`src/standby_pkg.sv`:
```
package standby_pkg;
	// Controller states, one-hot
	typedef enum logic [4:0] {
		ST_RUN = 5'h01,
		ST_STOP = 5'h02,
		ST_HALT = 5'h04,
		ST_SETTLE = 5'h08,
		ST_RESUME = 5'h10
	} state_t;
	// Width of the settle select field
	localparam int SEL_W = 3;
	// Width of the settle counter
	localparam int CNT_W = 20;
	// Settle wait in cycles for each select code: 2^(11+code)
	localparam logic [2:0] SETTLE_BASE_EXP = 3'h0;
	localparam int SETTLE_MIN_LOG2 = 11;
	// Count clock selections
	localparam logic [1:0] CNT_SRC_EXT = 2'h0;
	localparam logic [1:0] TMR1_SRC_CNTA = 2'h1;
	localparam logic [1:0] TMR2_SRC_LS = 2'h0;
	localparam logic [1:0] TMR2_SRC_LS7 = 2'h1;
	localparam logic [1:0] TMR2_SRC_LS9 = 2'h2;
	localparam logic [1:0] SER_SRC_CNTA = 2'h1;
	// Reset value of the enable bundle
	localparam logic [9:0] EN_RESET = 10'h3FF;
endpackage

```
`src/settle_if.sv`:
```
`timescale 1ns/1ps
// Link between controller and its settle timer
interface settle_if;
	logic start; // Load and start the wait
	logic [standby_pkg::SEL_W-1:0] sel; // Wait length code
	logic done; // Wait expired, one-cycle pulse
	modport ctrl (output start, output sel, input done);
	modport tmr (input start, input sel, output done);
endinterface

```
`src/stop_mode_standby_control.sv`:
```
`timescale 1ns/1ps
// Deep standby controller: entry, clock gating, peripheral gating, wake
module stop_mode_standby_control (
	input wire logic clk_in, // System clock
	input wire logic rst_in, // Synchronous reset
	input wire logic stop_instr_in, // Standby instruction executed, pulse
	input wire logic cpu_on_fast_osc_in, // CPU clocked from internal fast osc
	input wire logic irq_pending_in, // Some request set and unmasked
	input wire logic ie_in, // CPU interrupt acceptance enabled
	input wire logic [2:0] osc_settle_select_in, // Settle wait code
	input wire logic ls_osc_run_in, // Low-speed oscillator runs now
	input wire logic ls_osc_sw_stop_opt_in, // Option: osc may be stopped
	input wire logic [1:0] counter_a_src_in, // Counter A clock select
	input wire logic [1:0] counter_b_src_in, // Counter B clock select
	input wire logic counter_a_run_in, // Counter A enabled
	input wire logic [1:0] timer_one_src_in, // Timer one clock select
	input wire logic [1:0] timer_two_src_in, // Timer two clock select
	input wire logic [1:0] serial_one_src_in, // Async one clock select
	input wire logic [1:0] serial_two_src_in, // Async two clock select
	input wire logic csu_ext_clk_in, // Clocked serial uses external clock
	output logic cpu_clk_en_out, // CPU clock gate
	output logic fast_osc_en_out, // Internal fast oscillator enable
	output logic crystal_en_out, // Crystal oscillator enable
	output logic ext_clk_accept_out, // External main clock accepted
	output logic ls_osc_en_out, // Low-speed oscillator enable
	output logic ram_hold_out, // RAM and port latches frozen
	output logic [9:0] periph_en_out, // Per-peripheral clock enables
	output logic in_stop_out, // Deep standby active
	output logic wake_vector_out, // Pulse: take vectored interrupt
	output logic wake_continue_out // Pulse: continue next instruction
);
	standby_pkg::state_t state_ff, nxt_state;
	logic [9:0] en_ff, nxt_en; // Peripheral enables
	logic clk_ff, nxt_clk; // CPU clock gate
	logic osc_ff, nxt_osc; // Main oscillator enables
	logic ls_ff, nxt_ls; // Low-speed osc enable
	logic wv_ff, nxt_wv; // Vector pulse
	logic wc_ff, nxt_wc; // Continue pulse
	logic ie_ff, nxt_ie; // Interrupt enable latched at wake
	settle_if sif ();

	// Wait timer for settle time
	settle_timer u_settle (
		.clk_in(clk_in),
		.rst_in(rst_in),
		.sif(sif)
	);

	// Enable set the peripherals get in deep standby; it is
	// recomputed every cycle so a changed clock choice counts
	logic [9:0] stop_en; // Enables while in deep standby

	// Per-peripheral gating in deep standby
	always_comb
	begin
		stop_en = '0;
		stop_en[0] = (counter_a_src_in == standby_pkg::CNT_SRC_EXT);
		stop_en[1] = (counter_b_src_in == standby_pkg::CNT_SRC_EXT);
		// A counter-A consumer is only live when counter A
		// itself keeps counting in standby
		// Timer one from counter
		stop_en[2] = (timer_one_src_in == standby_pkg::TMR1_SRC_CNTA)
			&& counter_a_run_in && stop_en[0];
		stop_en[3] = ((timer_two_src_in == standby_pkg::TMR2_SRC_LS)
			|| (timer_two_src_in == standby_pkg::TMR2_SRC_LS7)
			|| (timer_two_src_in == standby_pkg::TMR2_SRC_LS9)) && ls_ff;
		stop_en[4] = !(ls_osc_sw_stop_opt_in);
		stop_en[5] = (serial_one_src_in == standby_pkg::SER_SRC_CNTA)
			&& counter_a_run_in && stop_en[0];
		stop_en[6] = (serial_two_src_in == standby_pkg::SER_SRC_CNTA)
			&& counter_a_run_in && stop_en[0];
		stop_en[7] = csu_ext_clk_in;
		stop_en[8] = 1'b0;
		stop_en[9] = 1'b0;
	end

	// Next state and outputs
	always_comb
	begin
		nxt_state = state_ff;
		nxt_en = en_ff;
		nxt_clk = clk_ff;
		nxt_osc = osc_ff;
		nxt_ls = ls_ff;
		nxt_wv = 1'b0;
		nxt_wc = 1'b0;
		nxt_ie = ie_ff;
		// Settle timer idle unless a branch below starts it
		sif.start = 1'b0;
		sif.sel = osc_settle_select_in;
		case (state_ff)
			standby_pkg::ST_RUN:
			begin
				// Track the low-speed oscillator only while running
				nxt_ls = ls_osc_run_in;
				// Both fast CPU clocks allow entry, so the clock source
				// input is informational and not decoded here
				// Instruction only entry
				if (stop_instr_in)
				begin
					nxt_clk = 1'b0;
					if (irq_pending_in)
					begin
						nxt_state = standby_pkg::ST_HALT;
						nxt_ie = ie_in;
						sif.start = 1'b1;
					end
					else
					begin
						nxt_state = standby_pkg::ST_STOP;
						nxt_osc = 1'b0;
						nxt_en = stop_en;
					end
				end
			end
			standby_pkg::ST_STOP:
			begin
				nxt_ls = ls_ff;
				nxt_en = stop_en;
				if (irq_pending_in)
				begin
					nxt_state = standby_pkg::ST_SETTLE;
					nxt_osc = 1'b1;
					// Acceptance is latched at wake, not at resume
					nxt_ie = ie_in;
					sif.start = 1'b1;
				end
			end
			standby_pkg::ST_HALT, standby_pkg::ST_SETTLE:
			begin
				// Requests during the wait change nothing
				// Wait programmed time
				if (sif.done)
					nxt_state = standby_pkg::ST_RESUME;
			end
			standby_pkg::ST_RESUME:
			begin
				// Clock and peripherals come back together with
				// the one-cycle wake pulse
				// Vector or continue
				nxt_clk = 1'b1;
				nxt_en = standby_pkg::EN_RESET;
				nxt_wv = ie_ff;
				nxt_wc = !ie_ff;
				nxt_state = standby_pkg::ST_RUN;
			end
			// Unknown code: fall back to running
			default:
				nxt_state = standby_pkg::ST_RUN;
		endcase
	end

	// Register state; reset exits standby
	always_ff @(posedge clk_in)
	begin
		if (rst_in)
		begin
			// Everything running, no standby, no pulses
			state_ff <= standby_pkg::ST_RUN;
			en_ff <= standby_pkg::EN_RESET;
			clk_ff <= 1'b1;
			osc_ff <= 1'b1;
			ls_ff <= 1'b1;
			wv_ff <= 1'b0;
			wc_ff <= 1'b0;
			ie_ff <= 1'b0;
		end
		else
		begin
			state_ff <= nxt_state;
			en_ff <= nxt_en;
			clk_ff <= nxt_clk;
			osc_ff <= nxt_osc;
			ls_ff <= nxt_ls;
			wv_ff <= nxt_wv;
			wc_ff <= nxt_wc;
			ie_ff <= nxt_ie;
		end
	end

	logic stop_ff; // Registered standby flag
	// Standby flag taken from the next state, so in_stop_out
	// and ram_hold_out rise on the entry edge itself
	always_ff @(posedge clk_in)
	begin
		if (rst_in)
			stop_ff <= 1'b0;
		else
			stop_ff <= (nxt_state == standby_pkg::ST_STOP);
	end

	// Every output comes straight from a register
	// The three main clock controls share one enable: they
	// stop together and restart together on wake
	assign cpu_clk_en_out = clk_ff;
	assign fast_osc_en_out = osc_ff;
	assign crystal_en_out = osc_ff;
	assign ext_clk_accept_out = osc_ff;
	assign ls_osc_en_out = ls_ff;
	assign ram_hold_out = stop_ff;
	assign periph_en_out = en_ff;
	assign in_stop_out = stop_ff;
	// Wake pulses last exactly one cycle
	assign wake_vector_out = wv_ff;
	assign wake_continue_out = wc_ff;
endmodule

```
`src/settle_timer.sv`:
```
`timescale 1ns/1ps
// Counts the oscillation settle wait chosen by software
module settle_timer (
	input wire logic clk_in, // System clock
	input wire logic rst_in, // Synchronous reset
	settle_if.tmr sif // Start and done handshake
);
	localparam int CNT_W = standby_pkg::CNT_W; // Counter width
	logic [standby_pkg::CNT_W-1:0] cnt_ff; // Cycles left
	logic [standby_pkg::CNT_W-1:0] nxt_cnt;
	logic busy_ff; // Counting
	logic nxt_busy;
	logic done_ff; // Done pulse
	logic nxt_done;

	// Next count: load 2^(11+sel)-1 on start, else count down
	always_comb
	begin
		nxt_cnt = cnt_ff;
		nxt_busy = busy_ff;
		nxt_done = 1'b0;
		if (sif.start)
		begin
			nxt_cnt = CNT_W'(({{(standby_pkg::CNT_W-1){1'b0}}, 1'b1}
				<< (standby_pkg::SETTLE_MIN_LOG2 + int'(sif.sel))) - 1);
			nxt_busy = 1'b1;
		end
		else if (busy_ff)
		begin
			if (cnt_ff == '0)
			begin
				nxt_busy = 1'b0;
				nxt_done = 1'b1;
			end
			else
				nxt_cnt = cnt_ff - CNT_W'(1);
		end
	end

	// Register the counter
	always_ff @(posedge clk_in)
	begin
		if (rst_in)
		begin
			cnt_ff <= '0;
			busy_ff <= 1'b0;
			done_ff <= 1'b0;
		end
		else
		begin
			cnt_ff <= nxt_cnt;
			busy_ff <= nxt_busy;
			done_ff <= nxt_done;
		end
	end

	assign sif.done = done_ff;
endmodule

```
`config.mk`:
```
export PLATFORM = sky130hd
export DESIGN_NAME = stop_mode_standby_control
export DESIGN_NICKNAME = d
export VERILOG_FILES = /design/src/standby_pkg.sv /design/src/settle_if.sv /design/src/stop_mode_standby_control.sv /design/src/settle_timer.sv
export SDC_FILE = /design/constraint.sdc
export NUM_CORES = 1
export LEC_CHECK = 0
export CAP_MARGIN = 40
export CELL_PAD_IN_SITES_DETAIL_PLACEMENT = 1
export CELL_PAD_IN_SITES_GLOBAL_PLACEMENT = 2
export CORE_AREA = 2 2 85 87
export CTS_CLUSTER_DIAMETER = 30
export DETAILED_ROUTE_END_ITERATION = 10
export DIE_AREA = 0 0 87 89
export DONT_BUFFER_PORTS = 1
export PLACE_DENSITY_LB_ADDON = 0.1
export SYNTH_ARGS = -nofsm -noshare
export SYNTH_HDL_FRONTEND = slang
export SYNTH_SLANG_ARGS = --single-unit
```
`constraint.sdc`:
```
create_clock -name clk_in -period 7.7 [get_ports clk_in]
set_clock_uncertainty 0.1 [all_clocks]
set_input_delay 0.385 -clock clk_in [delete_from_list [all_inputs] [get_ports clk_in]]
set_output_delay 0.385 -clock clk_in [all_outputs]
set_load 0.005 [all_outputs]
```
==> results.ini <==
[worst_setup_path]
startpoint_type=input pin
critical_path_class=input pin to flip-flop
arrival_ns=3.77
r2r_cells=9
cp-end-kind=flip-flop
r2r-end=u_settle.cnt_ff[10]$_SDFFE_PP0P_
cp_slowest_cell=ha_1
cpPeakStageDelay_ns=0.74
r2r_setup_slack_ns=4.21
r2r_start=state_ff[2]$_SDFF_PP0_
crit_fanout=22
path_common_cell=ha_1
crit_chain=nor2_1 -> inv_1 -> ha_1 -> nor4_1 -> a21oi_1 -> ha_1 -> o21ai_0 -> mux2i_1 -> nand4_1 -> xor2_1 -> a211oi_1
cp.required_ns=7.81

[global_routing]
grt.total_usage_pct=18.86
grt_pass1_vias=2303
antenna_found_initial=0
grt_max_degree=31
overflow=0
grt_first_pass_wirelength_um=11700

[place]
port_buffers=0
hpwlAfterDp_um=5110
finalWeightedCongestion=0.7811

[job]
maxCapViolCount=0

[final_layout]
drive_above_1_share_pct=6.625
final_core_util_pct=40.15
num-nets-final=343
antennaDiodeCount=0
area_growth_pct=3.455

[logic_synthesis]
ys_warn_count=0
ys_seq_area_share_pct=33.01
synth.cell_area_sq_um=2608
syn_nets=358
synth_ff_type=dfxtp_1
async_flop_share_pct=0
ys_ff_latch=43
synthCells=331
synth.distinct_cells=61
avgSynthCellArea_sq_um=7.878
synth_edf_count=0

[die]
die_w_um=87
core_area_sq_um=6719
row_count=30
die-area_sq_um=7743
initial_core_util_pct=38.81
die_h_um=89
ios=44

[drt]
avgViaCountPerCell=6.030
drt_wl_total_um=7067
drt_iter0_drc=113
wire_per_inst_um=17.80
ant_nets=0
drc=0
vias=2394
firstDrtPassIters=4

[cts]
h-tree-depth=2
ctsResizeCount=0
path_clk_slew_ns=0.09
clk_latency_ns=0.29
cts_setup_buffers=0
cts_hold_buf=0
cts-root-buf=clkbuf_8
cts_tree=built
clk_path_buf_depth=2
clock_sinks=43
cts_made_buffers=5

[timing]
fin_tns_setup_ns=0
final-setup-viol-count=0
hold_viol_final=0
finalMaxSlewViolations=0
maxSlewHeadroom_pct=42.59
min_period_ns=3.663
worstMarginPinSlew_ns=0.8533
rsz0062_at_grt=no
fmax_ghz=0.2730
finalCritPeriodShare_pct=47.58

[pwr]
ir_worst_vdd_v=0.00009909
power.leakage_nw=0.9409
power.density_nw_per_um2=293.0

[worst_hold_path]
hp-class=input pin to flip-flop
hp-start=rst_in
whs_endpoint=u_settle.cnt_ff[0]$_SDFFE_PP0P_
hold_depth=1

[outcome]
status=completed

-- layout make-up --
type,count,area [sq um]
clock buffers,5,68.82
multi-input cells,258,1602
inverters,4,15.01
repair buffers,4,27.53
flip-flops and latches,43,860.8
clock inverters,3,23.77
well taps,80,100.1
fillers,828,4021
-- worst max path at each step --
stage                             from                               end  slack [ns]  cells after the start
6_report       osc_settle_select_in[0]  u_settle.cnt_ff[10]$_SDFFE_PP0P_        4.04                     11
3_5_place_dp   osc_settle_select_in[0]   u_settle.cnt_ff[8]$_SDFFE_PP0P_        3.71                     11
5_1_grt        osc_settle_select_in[0]  u_settle.cnt_ff[10]$_SDFFE_PP0P_        3.63                     11
2_1_floorplan   state_ff[2]$_SDFF_PP0_  u_settle.cnt_ff[18]$_SDFFE_PP0P_        4.28                     15
4_1_cts        osc_settle_select_in[0]  u_settle.cnt_ff[10]$_SDFFE_PP0P_        4.01                     11
3_3_place_gp   osc_settle_select_in[0]  u_settle.cnt_ff[10]$_SDFFE_PP0P_        3.70                     11
-- power breakdown --
| part | switching [W] | internal, W |
|---|---|---|
| Sequential | 0.0000415 | 0.000261 |
| Combinational | 0.000212 | 0.000128 |
| Clock | 0.0000830 | 0.0000649 |
-- critical path, delay by kind of cell --
family	cells	cell delay [ns]
muxes	1	0.46
buffers and inverters	1	0.09
xor gates and xnor gates	1	0.17
AOI/OAI and AO/OA	3	0.68
and+or+nand+nor	3	0.75
adders and majority gates	2	1.23
-- cell families (layout without fill, tap and decap cells) --
logic type      count (synthesis)  count (layout)  share of synthesized area (%)
buf+inv                        30              16                          5.566
mux                             9               9                          3.791
compound gates                 82              82                          20.83
fa+ha+maj                       2               2                         0.9595
flops                          43              43                          33.01
xor+xnor                       18              18                          6.046
simple gates                  147             147                          29.80
-- flip-flops by register name (all words and copies together) (netlist names) --
| name | count |
|---|---|
| state_ff | 5 |
| periph_en_out | 9 |
| u_settle.cnt_ff | 20 |
| wake_continue_out | 1 |
| wake_vector_out | 1 |
| cpu_clk_en_out | 1 |
| ls_osc_en_out | 1 |
| crystal_en_out | 1 |
| in_stop_out | 1 |
| ie_ff | 1 |
| u_settle.sif.done | 1 |
| u_settle.busy_ff | 1 |
-- metal layers --
metal	global-route usage, %	part of all wire, %	vias to the layer above
li1	-	-	1184
met1	24.94	48	1156
met2	32.27	47	44
met3	3.047	3.2	10
met4	4.403	0.99	0
met5	0	0	-
-- placed cells by master (no fill, tap or decap), types with 6 or more instances in the layout --
master    synthesis  routed
a211oi_1          8       8
a21oi_1          26      26
dfxtp_1          43      43
nand2_1          33      33
nand2b_1          9       9
nand3_1          11      11
nor2_1           38      38
nor3_1            9       9
nor4_1           10      10
o21ai_0          11      11
o311ai_0          6       6
xnor2_1           7       7
xor2_1           11      11
-- cells in the mapped netlist (all sizes together), types with 5 or more instances --
| cell | count | area (sq um) |
|---|---|---|
| xnor2 | 7 | 61.31 |
| xor2 | 11 | 96.34 |
| buf | 10 | 70.07 |
| nor4 | 11 | 83.83 |
| o311ai | 8 | 70.07 |
| nand3 | 11 | 55.05 |
| o21ai | 13 | 65.06 |
| clkbuf | 16 | 60.06 |
| nand2b | 9 | 56.30 |
| nor2 | 38 | 142.6 |
| a211oi | 9 | 72.57 |
| dfxtp | 43 | 860.8 |
| mux2i | 5 | 50.05 |
| nor3 | 9 | 45.04 |
| nand4b | 5 | 43.79 |
| a21oi | 27 | 138.9 |
| nand4 | 5 | 31.28 |
| nand2 | 33 | 123.9 |
-- metrics by stage --
| stage | area [sq um] | cells | setup WS (ns) | total power (W) | hold slack, ns |
|---|---|---|---|---|---|
| finish | 2698 | 397 | 4.037 | 0.0007905 | 0.04804 |
| global route | 2698 | 397 | 3.628 | 0.0008580 | 0.02893 |
| CTS | 2698 | 397 | 4.011 | 0.0007998 | 0.03640 |
| detailed placement | 2605 | 389 | 3.712 | 0.0006461 | 0.3302 |
| global placement | 2600 | 388 | 3.698 | 0.0006402 | 0.3225 |
| floorplan | 2608 | 331 | 4.276 | 0.0005647 | 0.3033 |
No activity file was read; power rests on OpenSTA's default activity.
